<file path="src/hw/drs_pkg.sv">
// constants and types shared by the display reset sequencer
`default_nettype none
package drs_pkg;
  // system clock rate
  localparam int unsigned CLK_HZ          = 32'h017D_7840;  // 25 MHz
  localparam int unsigned HZ_PER_KHZ      = 1000;
  localparam int unsigned HZ_PER_MHZ      = 1000000;
  // reset pin pulse classification, in microseconds
  localparam int unsigned SPIKE_REJECT_US = 5;    // shorter low pulses are dropped
  localparam int unsigned FULL_RESET_US   = 9;    // longer low pulses always reset
  // in whole cycles: reject time rounded up, full reset time rounded down
  localparam int unsigned SPIKE_REJECT_CYC =
    (SPIKE_REJECT_US * CLK_HZ + HZ_PER_MHZ - 1) / HZ_PER_MHZ;
  localparam int unsigned FULL_RESET_CYC   = (FULL_RESET_US * CLK_HZ) / HZ_PER_MHZ;
  // reset cancel limits, in milliseconds (longest time, rounded down)
  localparam int unsigned CANCEL_SLEEP_IN_MS   = 5;
  localparam int unsigned CANCEL_SLEEP_OUT_MS  = 120;
  localparam int unsigned CANCEL_SLEEP_IN_CYC  = CANCEL_SLEEP_IN_MS * (CLK_HZ / HZ_PER_KHZ);
  localparam int unsigned CANCEL_SLEEP_OUT_CYC = CANCEL_SLEEP_OUT_MS * (CLK_HZ / HZ_PER_KHZ);
  // counter widths
  localparam int unsigned SPIKE_CNT_W  = 8;
  localparam int unsigned CANCEL_CNT_W = 22;
  // non-volatile settings image: three id bytes then the common voltage word
  localparam int unsigned NVM_ADDR_W   = 2;
  localparam int unsigned NVM_DATA_W   = 8;
  localparam int unsigned ID_BYTES     = 3;
  localparam logic [1:0]  NVM_ADDR_FIRST = 2'h0;
  localparam logic [1:0]  NVM_ADDR_CV    = 2'h3;   // last word of the image
  // hardware reset defaults of the loaded registers
  localparam logic [7:0]  ID_DEFAULT   = 8'h00;
  localparam logic [7:0]  CV_DEFAULT   = 8'h00;
  // sequencer states
  typedef enum logic [2:0] {
    DRS_ST_RESET,    // filtered reset held
    DRS_ST_LOAD,     // reading the settings image
    DRS_ST_SETTLE,   // waiting out the cancel time
    DRS_ST_READY     // commands accepted
  } drs_state_e;
endpackage
`default_nettype wire

</file>
<file path="src/hw/drs_spike_filter.sv">
// spike filter on the active-low hardware reset pin
`default_nettype none
module drs_spike_filter (
  input  wire logic sys_clk,
  input  wire logic rst,
  input  wire logic hw_reset_n,
  output var  logic rst_req_q
);
  logic [drs_pkg::SPIKE_CNT_W-1:0] cnt_q;  // cycles the pin has disagreed with rst_req_q
  logic                            raw;    // pin level as an active-high request

  assign raw = ~hw_reset_n;

  // the request flips only after the pin holds the other level for the reject time;
  // this drops short lows and also short highs inside a valid low pulse
  always_ff @(posedge sys_clk or posedge rst) begin
    if (rst) begin
      cnt_q     <= '0;
      rst_req_q <= 1'b0;
    end else if (raw == rst_req_q) begin
      cnt_q <= '0;
    end else if (cnt_q == drs_pkg::SPIKE_CNT_W'(drs_pkg::SPIKE_REJECT_CYC - 1)) begin
      cnt_q     <= '0;
      rst_req_q <= raw;
    end else begin
      cnt_q <= cnt_q + 1'b1;
    end
  end

  logic [drs_pkg::SPIKE_CNT_W-1:0] low_run_q;   // consecutive low cycles, saturating
  logic [drs_pkg::SPIKE_CNT_W-1:0] high_run_q;  // consecutive high cycles, saturating

  // run-length helpers for the checks only
  always_ff @(posedge sys_clk or posedge rst) begin
    if (rst) begin
      low_run_q  <= '0;
      high_run_q <= '0;
    end else begin
      low_run_q  <= !raw ? '0 : (&low_run_q ? low_run_q : low_run_q + 1'b1);
      high_run_q <= raw ? '0 : (&high_run_q ? high_run_q : high_run_q + 1'b1);
    end
  end
endmodule
`default_nettype wire

</file>
<file path="src/hw/drs_top.sv">
// display reset sequencer: pin filtering, settings reload and reset cancel timing
// Notes on behaviour
// - low reset pin resets the whole device
// - ignore lows under 5us, reset over 9us
// - reject short high glitches inside reset pulse
// - reload ids and settings after each release
// - cancel done in 5ms or 120ms by mode
// - display blank during the reset period
// - registers hold defaults while reset is held, ids and settings reload after
`default_nettype none
module drs_top #(
  parameter int unsigned CANCEL_SLEEP_IN_CYC  = drs_pkg::CANCEL_SLEEP_IN_CYC,
  parameter int unsigned CANCEL_SLEEP_OUT_CYC = drs_pkg::CANCEL_SLEEP_OUT_CYC
) (
  input  wire logic                          sys_clk,
  input  wire logic                          rst,
  input  wire logic                          hw_reset_n,
  input  wire logic                          cmd_valid,
  input  wire logic                          cmd_sleep_out,
  input  wire logic [drs_pkg::NVM_DATA_W-1:0] nvm_rdata,
  output var  logic                          nvm_rd_q,
  output var  logic [drs_pkg::NVM_ADDR_W-1:0] nvm_addr_q,
  output var  logic [7:0]                    id_byte0_q,
  output var  logic [7:0]                    id_byte1_q,
  output var  logic [7:0]                    id_byte2_q,
  output var  logic [7:0]                    common_voltage_setting_q,
  output var  logic                          display_blank_q,
  output var  logic                          sleep_in_q,
  output var  logic                          cmd_ready_q,
  output var  logic                          loading_q
);
  ////////////////////////////////////////////////////////////////////////////
  // declarations
  logic                               rst_req;      // filtered reset request
  drs_pkg::drs_state_e                state_q;      // sequencer state
  logic                               cap_q;        // settings word on nvm_rdata now
  logic [drs_pkg::NVM_ADDR_W-1:0]     cap_idx_q;    // index of that word
  logic                               was_out_q;    // sleep-out held when reset came
  logic [drs_pkg::CANCEL_CNT_W-1:0]   cancel_cnt_q; // cycles since release
  logic [drs_pkg::CANCEL_CNT_W-1:0]   cancel_lim;   // last cycle of cancel time
  logic [7:0]                         id_q [drs_pkg::ID_BYTES]; // id byte store

  // true when the captured word belongs to the given image slot
  function automatic logic word_hit(input logic                        cap,
                                    input logic [drs_pkg::NVM_ADDR_W-1:0] idx,
                                    input logic [drs_pkg::NVM_ADDR_W-1:0] slot);
    word_hit = cap && (idx == slot);
  endfunction

  ////////////////////////////////////////////////////////////////////////////
  // pin filter
  drs_spike_filter i_drs_spike_filter (
    .sys_clk    (sys_clk),
    .rst        (rst),
    .hw_reset_n (hw_reset_n),
    .rst_req_q  (rst_req)
  );

  // cancel limit depends on the sleep mode in force when reset came
  assign cancel_lim = was_out_q ?
    drs_pkg::CANCEL_CNT_W'(CANCEL_SLEEP_OUT_CYC - 1) :
    drs_pkg::CANCEL_CNT_W'(CANCEL_SLEEP_IN_CYC - 1);

  ////////////////////////////////////////////////////////////////////////////
  // sequencer state; power-on reset starts a load just like a pin release
  always_ff @(posedge sys_clk or posedge rst) begin
    if (rst) begin
      state_q <= drs_pkg::DRS_ST_LOAD;
    end else if (rst_req) begin
      state_q <= drs_pkg::DRS_ST_RESET;
    end else begin
      case (state_q)
        drs_pkg::DRS_ST_RESET: begin
          state_q <= drs_pkg::DRS_ST_LOAD;
        end
        drs_pkg::DRS_ST_LOAD: begin
          // leave once the last word has been captured
          if (word_hit(cap_q, cap_idx_q, drs_pkg::NVM_ADDR_CV)) begin
            state_q <= drs_pkg::DRS_ST_SETTLE;
          end
        end
        drs_pkg::DRS_ST_SETTLE: begin
          if (cancel_cnt_q >= cancel_lim) begin
            state_q <= drs_pkg::DRS_ST_READY;
          end
        end
        drs_pkg::DRS_ST_READY: begin
          state_q <= drs_pkg::DRS_ST_READY;
        end
        default: begin
          state_q <= drs_pkg::DRS_ST_RESET;
        end
      endcase
    end
  end

  ////////////////////////////////////////////////////////////////////////////
  // cancel timer counts from release; mode is caught when reset starts
  always_ff @(posedge sys_clk or posedge rst) begin
    if (rst) begin
      cancel_cnt_q <= '0;
      was_out_q    <= 1'b0;
    end else if (rst_req) begin
      cancel_cnt_q <= '0;
      // catch mode on the first reset cycle only
      if (state_q != drs_pkg::DRS_ST_RESET) begin
        was_out_q <= ~sleep_in_q;
      end
    end else if (state_q != drs_pkg::DRS_ST_READY) begin
      cancel_cnt_q <= cancel_cnt_q + 1'b1;
    end
  end

  ////////////////////////////////////////////////////////////////////////////
  // settings image reads: one read per cycle, data one cycle later
  always_ff @(posedge sys_clk or posedge rst) begin
    if (rst) begin
      nvm_rd_q   <= 1'b1;
      nvm_addr_q <= drs_pkg::NVM_ADDR_FIRST;
      cap_q      <= 1'b0;
      cap_idx_q  <= drs_pkg::NVM_ADDR_FIRST;
    end else begin
      cap_q     <= nvm_rd_q;
      cap_idx_q <= nvm_addr_q;
      if (rst_req) begin
        nvm_rd_q   <= 1'b0;
        nvm_addr_q <= drs_pkg::NVM_ADDR_FIRST;
        cap_q      <= 1'b0;
      end else if (state_q == drs_pkg::DRS_ST_RESET) begin
        nvm_rd_q   <= 1'b1;
        nvm_addr_q <= drs_pkg::NVM_ADDR_FIRST;
      end else if (nvm_rd_q) begin
        // stop after the last word, otherwise step on
        if (nvm_addr_q == drs_pkg::NVM_ADDR_CV) begin
          nvm_rd_q <= 1'b0;
        end else begin
          nvm_addr_q <= nvm_addr_q + 1'b1;
        end
      end
    end
  end

  ////////////////////////////////////////////////////////////////////////////
  // loaded registers: defaults while reset is held, image words on capture
  for (genvar g = 0; g < drs_pkg::ID_BYTES; g++) begin : g_id
    always_ff @(posedge sys_clk or posedge rst) begin
      if (rst) begin
        id_q[g] <= drs_pkg::ID_DEFAULT;
      end else if (rst_req) begin
        id_q[g] <= drs_pkg::ID_DEFAULT;
      end else if (word_hit(cap_q, cap_idx_q, drs_pkg::NVM_ADDR_W'(g))) begin
        id_q[g] <= nvm_rdata;
      end
    end
  end

  assign id_byte0_q = id_q[0];
  assign id_byte1_q = id_q[1];
  assign id_byte2_q = id_q[2];

  // common voltage setting
  always_ff @(posedge sys_clk or posedge rst) begin
    if (rst) begin
      common_voltage_setting_q <= drs_pkg::CV_DEFAULT;
    end else if (rst_req) begin
      common_voltage_setting_q <= drs_pkg::CV_DEFAULT;
    end else if (word_hit(cap_q, cap_idx_q, drs_pkg::NVM_ADDR_CV)) begin
      common_voltage_setting_q <= nvm_rdata;
    end
  end

  ////////////////////////////////////////////////////////////////////////////
  // sleep mode, blanking and command acceptance
  always_ff @(posedge sys_clk or posedge rst) begin
    if (rst) begin
      sleep_in_q      <= 1'b1;
      display_blank_q <= 1'b1;
    end else if (rst_req || state_q != drs_pkg::DRS_ST_READY) begin
      // commands arriving before the cancel time ends have no effect
      sleep_in_q      <= 1'b1;
      display_blank_q <= 1'b1;
    end else if (cmd_valid && cmd_ready_q) begin
      sleep_in_q      <= ~cmd_sleep_out;
      display_blank_q <= ~cmd_sleep_out;
    end
  end

  // ready and busy flags
  always_ff @(posedge sys_clk or posedge rst) begin
    if (rst) begin
      cmd_ready_q <= 1'b0;
      loading_q   <= 1'b1;
    end else begin
      cmd_ready_q <= !rst_req && state_q == drs_pkg::DRS_ST_READY;
      loading_q   <= !rst_req && state_q == drs_pkg::DRS_ST_LOAD;
    end
  end
endmodule
`default_nettype wire

</file>
<file path="config.mk">
export PLATFORM = sky130hd
export DESIGN_NAME = drs_top
export DESIGN_NICKNAME = d
export VERILOG_FILES = /design/src/hw/drs_pkg.sv /design/src/hw/drs_spike_filter.sv /design/src/hw/drs_top.sv
export SDC_FILE = /design/constraint.sdc
export NUM_CORES = 1
export LEC_CHECK = 0
export ABC_CLOCK_PERIOD_IN_PS = 2500
export BUFFER_PORTS_ARGS = -buffer_cell sky130_fd_sc_hd__buf_2
export CORE_UTILIZATION = 32
export DETAILED_ROUTE_END_ITERATION = 8
export PLACE_DENSITY_LB_ADDON = 0.15
export SETUP_SLACK_MARGIN = 0.3
export SYNTH_ARGS = -nofsm -noshare
export SYNTH_HDL_FRONTEND = slang
export SYNTH_SLANG_ARGS = --single-unit
</file>
<file path="constraint.sdc">
create_clock -name sys_clk -period 2.5 [get_ports sys_clk]
set_input_delay 0.125 -clock sys_clk [delete_from_list [all_inputs] [get_ports sys_clk]]
set_output_delay 0.125 -clock sys_clk [all_outputs]
set_load 0.02 [all_outputs]
</file>
==> results of run 1 <==
power by group:
part / switching [mW] / total, mW / internal [mW]
logic: 0.0389 / 0.0573 / 0.0184
clock network: 0.512 / 1.29 / 0.777
registers: 0.00545 / 1.22 / 1.22
total: 0.557 / 2.57 / 2.01
cell families after synthesis:
kind of cell / share of synthesized area
AO/OA/AOI/OAI: 0.08138
AND/OR/NAND/NOR: 0.1907
adder cells (fa/ha/maj): 0.05517
XOR/XNOR: 0.04345
buffers and inverters: 0.03862
multiplexers: 0.07207
flip-flops: 0.5186
stage by stage:
stage	hold WS, ns	std cells	setup WS (ns)	utilization
6_report	-0.01003	547	0.5071	0.3959
5_1_grt	0.04255	547	0.3494	0.3959
4_1_cts	0.001794	547	0.5202	0.3959
3_5_place_dp	0.3082	530	0.5361	0.3675
3_3_place_gp	0.3088	530	0.5886	0.3675
2_1_floorplan	0.2146	351	0.4716	-
repair_timing:
item / 4_1_cts / 5_1_grt
hold buffers: 1 / 0
hold endpoints to repair: 1 / 0
endpoints found under the setup margin: 0 / 0
layer usage:
| layer | vias to the layer above | GRT usage |
|---|---|---|
| met5 | - | 0 |
| met4 | 0 | 0.03475 |
| met3 | 5 | 0.03858 |
| met2 | 45 | 0.2387 |
| met1 | 1327 | 0.1885 |
| li1 | 1333 | - |
worst max-delay path by stage:
| stage | startpoint | end | slack, ns | cells past startpoint |
|---|---|---|---|---|
| 2_1_floorplan | rst | cancel_cnt_q[0] | 0.47 | 1 |
| 3_3_place_gp | state_q[1] | cancel_cnt_q[21] | 0.59 | 4 |
| 3_5_place_dp | cancel_cnt_q[3] | cancel_cnt_q[21] | 0.54 | 4 |
| 4_1_cts | state_q[1] | cancel_cnt_q[21] | 0.52 | 4 |
| 5_1_grt | cancel_cnt_q[3] | cancel_cnt_q[21] | 0.35 | 4 |
| 6_report | state_q[1] | cancel_cnt_q[21] | 0.51 | 4 |
layout make-up:
cell class	count	area [um^2]	area share
multi-input cells	246	1612	0.3723
clock buffers	9	225.2	0.05202
flip-flops and latches	75	1883	0.4350
clock inverters	7	75.07	0.01734
repair buffers	59	317.8	0.07341
inverters	11	41.29	0.009538
well taps	140	175.2	0.04046
synthesized netlist by cell type, types with 3 or more instances:
cell type / count / area, um^2
nor2b_1: 3 / 18.77
xor2_1: 8 / 70.07
nand2_1: 32 / 120.1
inv_1: 11 / 41.29
nand3_1: 10 / 50.05
mux2i_1: 25 / 250.2
nand4b_1: 3 / 26.28
o21ai_0: 7 / 35.03
buf_6: 3 / 33.78
nor4_1: 5 / 31.28
buf_1: 3 / 11.26
or4_1: 6 / 45.04
or2_2: 3 / 18.77
nand4_1: 6 / 37.54
ha_1: 16 / 200.2
and3_1: 4 / 25.02
o31ai_1: 6 / 45.04
nor2_1: 48 / 180.2
dfstp_2: 4 / 105.1
dfrtp_1: 71 / 1777
nor3_1: 4 / 20.02
xnor2_1: 10 / 87.58
a21oi_1: 20 / 100.1
or3_1: 3 / 18.77
clkbuf_1: 11 / 41.29
worst max-delay path, delay by kind of cell, from the launching register on:
kind	cells	cell delay (ns)
and+or+nand+nor	3	1.03
muxes	1	0.38
DFF	1	0.46
sequential cells by signal, summed over array words and instances (netlist names):
signal / count
nvm_rd_q: 1
nvm_addr_q: 2
id_byte0_q: 8
loading_q: 1
cap_q: 1
was_out_q: 1
sleep_in_q: 1
common_voltage_setting_q: 8
cmd_ready_q: 1
i_drs_spike_filter.rst_req_q: 1
state_q: 2
id_byte2_q: 8
cap_idx_q: 2
i_drs_spike_filter.cnt_q: 8
cancel_cnt_q: 22
id_byte1_q: 8
==> results.tsv, run 1 <==
stage	metric	value	unit
clocking	htree_num_levels	3	
pwr	ir_drop	0.0004496	V
worst_setup_path	reg2reg_depth	4	
synth	syn_area	0.003628	mm^2
floorplanning	dieArea	0.01177	mm^2
grt	grt_start_max_net_pins	45	
detailed_routing	wire_per_inst	14.19	um
outcome	violations	hold timing	
placement	place_area	0.004019	mm^2
worst_setup_path	r2r_slack	0.51	ns
timing	finalSetupTns	0	ns
detailed_routing	ant_nets	0	
hold_path	hp-class	input pin to asynchronous set/reset pin	
synth	syn_inst	351	
grt	grt_pass1_vias	2710	
worst_setup_path	max_stage_delay	0.46	ns
floorplanning	start_util	0.3318	
timing	worst_hold_slack	-0.01003	ns
clocking	clk_path_buf_depth	2	
clocking	ctsResizeCount	0	
floorplanning	rows	38	
layout	layout_common_cells	70 x dfrtp_1, 51 x buf_2, 48 x nor2_1	
detailed_routing	drc	0	
timing	slew_viol_final	0	
synth	synth-seq-cells	75	
run	drv_cap	0	
worst_setup_path	endpoint_kind	flip-flop	
worst_setup_path	worstPathArrival	2.20	ns
timing	rsz0062_at_grt	false	
clocking	clk_pin_slew	0.06	ns
layout	area_growth	19.31	%
worst_setup_path	worstPathMaxFanout	10	
clocking	numClockSinks	75	
detailed_routing	vias	2710	
timing	period_needed	1.993	ns
timing	max_freq	0.5018	GHz
floorplanning	die_h	108.5	um
synth	synth_flop_cell	dfrtp_1	
synth	yosys.cell_types.count	47	
timing	worst_clock_skew	0.004243	ns
synth	ys_seq_area_frac	0.5186	
detailed_routing	wl_met1	3.778	mm
detailed_routing	firstDrtPassIters	4	
synth	syn_nets	380	
layout	mostFrequentLayoutCell	dfrtp_1	
timing	worstMarginPinSlew	0.8948	ns
pwr	p_total	2.571	mW
grt	grt-ovfl-total	0	
worst_setup_path	startpoint_type	flip-flop	
placement	gp_congestion	0.8112	
synth	ys_async_sr_fraction	1.000	
clocking	cts-root-buf	clkbuf_16	
placement	port_buffers	51	
timing	post-route-period-util	0.7972	
floorplanning	dieWidth	108.5	um
synth	synth_edf_count	0	
detailed_routing	top_layer_used	met4	
layout	finalInstanceArea	0.004329	mm^2
clocking	numCtsBuffers	9	
detailed_routing	viasPerCell	4.954	
floorplanning	boundaryPins	52	
detailed_routing	wl	7.761	mm
timing	hold_viol	17	
layout	fill_cells	1112	
synth	avgSynthCellArea	10.34	um^2
clocking	cts_tree	built	
layout	antenna_cells	0	
clocking	post-cts-setup-buffer-count	0	
worst_setup_path	worst-setup-path-type	flip-flop to flip-flop	
synth	ys_warn_count	0	
detailed_routing	wl_met2	3.601	mm
worst_setup_path	crit_required	2.71	ns
placement	dp_hpwl	5.447	mm
pwr	powerDensity	593.8	mW/mm^2
grt	grt_pass1_wl	13.35	mm
worst_setup_path	crit_slowest_cell	dfrtp_1	
grt	grt_util_all_layers	0.1448	
floorplanning	core_area	0.01094	mm^2
layout	num-nets-final	431	
worst_setup_path	path_cells	and2_4, or3_4, nor4_1, mux2_2	
worst_setup_path	r2r_start	state_q[1]	
grt	grt_antenna_before_repair	0	
detailed_routing	drt_iter0_markers	132	
timing	finalSetupViolCount	0	
detailed_routing	route.met3.wl	317	um
timing	max_slew_margin	0.4026	
pwr	p_leak	2.020	nW
outcome	status	complete, but fails checks	
layout	drive_gt1_frac	0.2187	
clocking	clk_latency	0.32	ns
worst_setup_path	regToRegEndpoint	cancel_cnt_q[21]	
Power figures use the tool's default switching activity.
==> inputs of run 2 (changes only) <==
- ABC_AREA: default -> 1
- ABC_CLOCK_PERIOD_IN_PS: 2500 -> 1900
- clock period: 2.5 -> 1.9 ns (I/O delays scaled with it)
==> run 2 against run 1 <==
Compared with the run above: the flow now finishes without violations; critical path depth grew 8; critical path type unchanged; critical endpoint is now state_q[0]; count of clock-buffer cells in the layout grew 1; wire length grew 19%; flip-flop and latch count is the same.
==> results.tsv, run 2 <==
stage	metric	value	unit
synth	synth_top_family_by_area	simple AND/OR/NAND/NOR gates	
worst_setup_path	crit_start	was_out_q	
detailed_routing	wire_per_inst	13.63	um
worst_setup_path	crit_required	2.17	ns
outcome	status	complete, no violations	
floorplanning	die_h	111.9	um
clocking	clk_latency	0.33	ns
synth	synth-seq-cells	75	
hold_path	hp-class	input pin to flip-flop	
clocking	clk_pin_slew	0.07	ns
pwr	powerDensity	727.7	mW/mm^2
run	drv_cap	0	
clocking	cts-root-buf	clkbuf_16	
timing	rsz0062_at_grt	true	
synth	avgSynthCellArea	8.426	um^2
clocking	htree_num_levels	3	
detailed_routing	viasPerCell	4.685	
synth	synth_common_cells	111 x nand2_1, 71 x dfrtp_1, 62 x inv_1, 59 x nor2_1, 27 x nand3_1	
grt	grt_pass1_vias	3146	
layout	num-nets-final	561	
placement	dp_hpwl	6.738	mm
synth	synth_edf_count	0	
detailed_routing	wl	9.268	mm
worst_setup_path	endpoint_kind	flip-flop	
grt	grt_antenna_before_repair	0	
grt	grt-ovfl-total	0	
timing	finalSetupTns	0	ns
layout	fin_cells	680	
placement	dp_cells	652	
worst_setup_path	r2r_start	was_out_q	
detailed_routing	drc	0	
synth	synth_compound_area_frac	0.04853	
floorplanning	dieWidth	111.9	um
clocking	clk_path_buf_depth	2	
timing	worst_clock_skew	0.005474	ns
layout	drive_gt1_frac	0.2607	
synth	synthTopCellsByArea	dfrtp_1 46%, nand2_1 11%, mux2_2 7.0%, inv_1 6.0%, nor2_1 5.7%	
timing	period_needed	1.509	ns
synth	syn_area	0.003867	mm^2
layout	fill_cells	1203	
timing	max_slew_margin	0.5880	
floorplanning	start_util	0.3330	
synth	yosys.area.top_type	dfrtp_1	
hold_path	worstHoldStart	cmd_valid	
timing	post-route-period-util	0.7945	
layout	largest_register	cancel_cnt_q	
layout	largest_reg_flops	22	
clocking	numClockSinks	75	
synth	syn_nets	488	
synth	synth_mux_area_frac	0.06988	
timing	slew_viol_final	0	
layout	antenna_cells	0	
timing	hold_viol	0	
pwr	p_leak	2.448	nW
layout	layout_common_cells	109 x nand2_1, 63 x dfrtp_1, 60 x inv_1	
detailed_routing	drt_iter0_markers	125	
floorplanning	dieArea	0.01253	mm^2
synth	synth_top_area_share	0.4594	
placement	gp_congestion	0.7804	
timing	finalSetupViolCount	0	
timing	worstMarginPinSlew	0.6166	ns
grt	grt_start_max_net_pins	37	
synth	yosys.cell_types.count	28	
worst_setup_path	worstPathArrival	1.78	ns
layout	mostFrequentLayoutCell	nand2_1	
floorplanning	rows	39	
worst_setup_path	worstPathMaxFanout	9	
synth	ys_warn_count	0	
synth	ys_seq_area_frac	0.4866	
synth	yosysMostFrequentCell	nand2_1	
clocking	cts_tree	built	
worst_setup_path	startpoint_type	flip-flop	
clocking	numCtsBuffers	9	
synth	synthSimpleGateAreaFrac	0.2659	
worst_setup_path	worst-setup-path-type	flip-flop to flip-flop	
timing	max_freq	0.6625	GHz
pwr	ir_drop	0.0006569	V
synth	synth_flop_cell	dfrtp_1	
detailed_routing	firstDrtPassIters	4	
placement	port_buffers	51	
detailed_routing	ant_nets	0	
layout	area_growth	23.55	%
grt	grt_util_all_layers	0.1619	
synth	synth-adder-area-share	0.05176	
detailed_routing	vias	3186	
synth	ys_async_sr_fraction	1.000	
synth	synth_xor_area_frac	0.006794	
floorplanning	core_area	0.01161	mm^2
grt	grt_pass1_wl	15.83	mm
synth	syn_inst	459	
floorplanning	boundaryPins	52	
-- run 2: changes by cell type after synthesis, sizes merged, moves of 16 or more --
cell | previous run | this run
inv | 11 | 62
nand3 | 10 | 28
nand2 | 32 | 115
mux2 | 1 | 24
nor2 | 48 | 64
mux2i | 25 | 0
-- run 2: repair_timing --
action | 4_1_cts | 5_1_grt
setup endpoints to repair | 1 | 9
pin swaps | 0 | 4
gates resized for setup | 1 | 18
buffers inserted | 0 | 9
hold buffers | 3 | 0
endpoints found under the hold margin | 26 | 0
cloned | 0 | 0
-- run 2: cell families (layout without fill, tap and decap cells) --
group           count (synthesis)  count (layout)
compound gates                 35              35
buf+inv                        70             148
flops                          75              75
simple gates                  236             236
fa+ha+maj                      16              16
xor+xnor                        3               3
mux                            24              24
-- run 2: routing by layer --
metal / global-route usage / vias to the layer above / share of wire / routed length, um
li1: - / 1625 / - / -
met1: 0.2096 / 1501 / 0.48 / 4423
met2: 0.2646 / 49 / 0.47 / 4358
met3: 0.03375 / 11 / 0.032 / 294
met4: 0.06489 / 0 / 0.021 / 192
met5: 0 / - / 0 / 0
-- run 2: path summary, 6_finish.rpt --
path	slack [ns]	end	cells past startpoint
max	0.39	state_q[0]	12
min	0.02	sleep_in_q	3
max reg2reg	0.39	state_q[0]	12
min reg2reg	0.45	cap_idx_q[1]	0
max in group asynchronous	0.85	sleep_in_q	4
min in group asynchronous	0.38	i_drs_spike_filter.cnt_q[1]	3
-- run 2: where the power goes --
part / internal, mW / switching, mW / leakage (nW)
Combinational: 0.0273 / 0.0483 / 1.28
Clock: 1.07 / 0.724 / 0.151
Sequential: 1.60 / 0.00536 / 1.01
Total: 2.70 / 0.778 / 2.45
-- run 2: through the flow --
step / hold WS (ns) / power, mW / util / worst slack, ns / cell area, um^2
finish: 0.01793 / 3.477 / 0.4114 / 0.3905 / 4778
global route: 0.03620 / 3.610 / 0.4114 / 0.2404 / 4778
CTS: 0.007427 / 3.534 / 0.4022 / 0.3056 / 4671
detailed placement: 0.2107 / 1.712 / 0.3729 / 0.2106 / 4330
global placement: 0.2042 / 1.710 / 0.3729 / 0.2897 / 4330
floorplan: 0.1846 / 1.676 / - / 0.4398 / 3871
-- run 2: area by class of cell --
type	count	area, um^2	share of cell area
Clock buffer	10	239.0	0.05001
Sequential cell	75	1892	0.3959
Multi-Input combinational cell	314	1740	0.3642
Clock inverter	6	71.32	0.01493
Timing Repair Buffer	70	417.9	0.08746
Tap cell	143	178.9	0.03744
Inverter	62	239.0	0.05001
-- run 2: worst max-delay path, stage by stage (launching register included) --
cell	delay (ns)
dfrtp_2	0.45
inv_4	0.12
ha_1	0.25
nand2_1	0.07
nand2_1	0.06
nor2_1	0.10
nor2_1	0.06
nor2_1	0.07
nand2_1	0.06
nand2_1	0.05
nand2_1	0.04
nand2_1	0.05
nand2_1	0.05
==> inputs of run 3 (changes only) <==
- ABC_CLOCK_PERIOD_IN_PS: 1900 -> 1230
- clock period: 1.9 -> 1.23 ns (I/O delays scaled with it)
==> run 3 against run 2 <==
Compared with the run above: the flow now finishes with violations (DRC, setup timing); final area is 37% higher; flip-flop and latch count stayed put; clock skew is 0.0018 ns lower; sequential power is 55% higher; die area stayed put; clock power is 49% higher; via count is 15% higher; sequential share of layout area is 11 points lower; utilization is 15 points higher; wire length is 17% higher.
==> results.tsv, run 3 (synthesis results as in run 2) <==
stage	metric	value	unit
pwr	ir_drop	0.0007548	V
grt	grt_antenna_before_repair	0	
layout	largest_reg_flops	22	
pwr	p_leak	3.214	nW
worst_setup_path	crit_start	was_out_q	
worst_setup_path	max_stage_delay	0.46	ns
worst_setup_path	worst-setup-path-type	flip-flop to flip-flop	
outcome	violations	DRC, setup timing	
timing	worst_hold_slack	0.08391	ns
placement	dp_worst_setup_slack	-0.3449	ns
worst_setup_path	startpoint_type	flip-flop	
detailed_routing	ant_nets	0	
detailed_routing	drc	2	
hold_path	worstHoldStart	nvm_rdata[1]	
clocking	numClockSinks	75	
timing	finalSetupViolCount	44	
layout	mostFrequentLayoutCell	nand2_1	
timing	post-route-period-util	1.268	
timing	slew_viol_final	0	
floorplanning	dieWidth	111.9	um
clocking	clk_path_buf_depth	2	
detailed_routing	firstDrtPassIters	6	
layout	finalInstanceArea	0.006543	mm^2
layout	regArea	0.001902	mm^2
floorplanning	dieArea	0.01253	mm^2
timing	period_needed	1.560	ns
placement	gp_congestion	0.8138	
placement	dp_hpwl	7.266	mm
floorplanning	die_h	111.9	um
worst_setup_path	worstPathArrival	1.83	ns
layout	area_growth	69.17	%
worst_setup_path	crit_family	simple AND/OR/NAND/NOR gates	
clocking	clk_latency	0.34	ns
detailed_routing	wl	10.88	mm
layout	drive_gt1_frac	0.5527	
layout	multiInputGateArea	0.002447	mm^2
detailed_routing	drt_iter0_markers	135	
grt	grt-ovfl-total	0	
layout	largest_register	cancel_cnt_q	
layout	antenna_cells	0	
worst_setup_path	crit_required	1.50	ns
detailed_routing	viasPerCell	4.766	
worst_setup_path	worstPathMaxFanout	9	
run	drv_cap	0	
timing	worstMarginPinSlew	0.2945	ns
floorplanning	boundaryPins	52	
floorplanning	start_util	0.3330	
floorplanning	rows	39	
floorplanning	core_area	0.01161	mm^2
placement	place_area	0.004987	mm^2
timing	max_freq	0.6410	GHz
placement	port_buffers	51	
clocking	clk_pin_slew	0.06	ns
clocking	cts-root-buf	clkbuf_16	
layout	fin_cells	769	
timing	max_slew_margin	0.8037	
timing	rsz0062_at_grt	true	
grt	grt_start_max_net_pins	53	
layout	layout_common_cells	83 x nand2_1, 78 x buf_4, 62 x buf_6	
grt	grt_pass1_vias	3818	
timing	hold_viol	0	
grt	grt_util_all_layers	0.1850	
outcome	status	complete, but fails checks	
layout	fill_cells	1040	
worst_setup_path	r2r_start	was_out_q	
timing	worst_clock_skew	0.003686	ns
worst_setup_path	critPathBufInv	2	
worst_setup_path	endpoint_kind	flip-flop	
timing	setup_slack	-0.3300	ns
clocking	numCtsBuffers	9	
layout	num-nets-final	650	
hold_path	hp-class	input pin to flip-flop	
detailed_routing	vias	3665	
detailed_routing	wire_per_inst	14.15	um
grt	grt_pass1_wl	18.17	mm
clocking	cts_tree	built	
pwr	p_total	5.326	mW
worst_setup_path	crit_slowest_cell	dfrtp_2	
worst_setup_path	cp_common_cell	nand2_1	
pwr	powerDensity	814.1	mW/mm^2
worst_setup_path	path_cells	inv_6, ha_1, inv_1, nand2_1, nand3_1, nor2_1, nor2_1, nand2_1, nand2_1, nand2_1, nand2_1, nand2_1	
clocking	htree_num_levels	3	
placement	dp_cells	697	
-- run 3: cell types whose count changed in the layout (fill, tap and decap cells not counted), sizes merged --
cell / before / now
inv: 64 / 61
clkbuf: 10 / 13
dlygate4sd3: 3 / 4
buf: 67 / 155
clkinvlp: 2 / 1
clkinv: 1 / 2
-- run 3: per-layer routing --
metal  wire length (um)  vias to the layer above  GRT usage
met5                  0                        -          0
met4                201                        0    0.09067
met3                405                       12    0.03157
met2               5247                       68     0.2961
met1               5029                     1775     0.2429
li1                   -                     1810          -
-- run 3: worst min-delay path, stage by stage --
cell and delay, ns:
buf_2 0.10, inv_1 0.08, nor2_4 0.05, nand2_1 0.05, nand2_1 0.05
-- run 3: path summary, 6_finish.rpt --
check                                              endpoint  slack (ns)  depth (start not counted)
worst max-delay path                             state_q[0]       -0.33                         12
worst min-delay path            common_voltage_setting_q[1]        0.08                          5
worst min register to register                 cap_idx_q[0]        0.44                          0
min in group asynchronous                       cmd_ready_q        0.20                          3
max in group asynchronous                         loading_q        0.44                          4
worst max register to register                   state_q[0]       -0.33                         12
-- run 3: where the power goes --
group          internal [mW]  leakage, nW  switching, mW
logic                 0.0654         2.07         0.0976
registers               2.48         1.00         0.0121
clock network           1.64        0.144           1.04
total                   4.18         3.21           1.15
-- run 3: area by class of cell --
class                   instances  area share
multi-input cells             314      0.3741
inverters                      62     0.04169
well taps                     143     0.02735
clock buffers                  13     0.03825
clock inverters                 3    0.007267
repair buffers                159      0.2207
flip-flops and latches         75      0.2907
-- run 3: per-stage QoR --
stage | TNS (ns) | utilization
after floorplan | -0.2632 | -
after global placement | -1.972 | 0.4294
after detailed placement | -2.511 | 0.4294
after CTS | -2.103 | 0.5297
after global routing | -5.521 | 0.5633
final | -2.492 | 0.5633
-- run 3: what timing repair did --
action	in CTS	in global routing
hold buffers	4	0
hold endpoints to repair	74	0
pin swaps	56	46
setup buffers	32	20
resized for setup	173	71
setup endpoints to repair	111	111
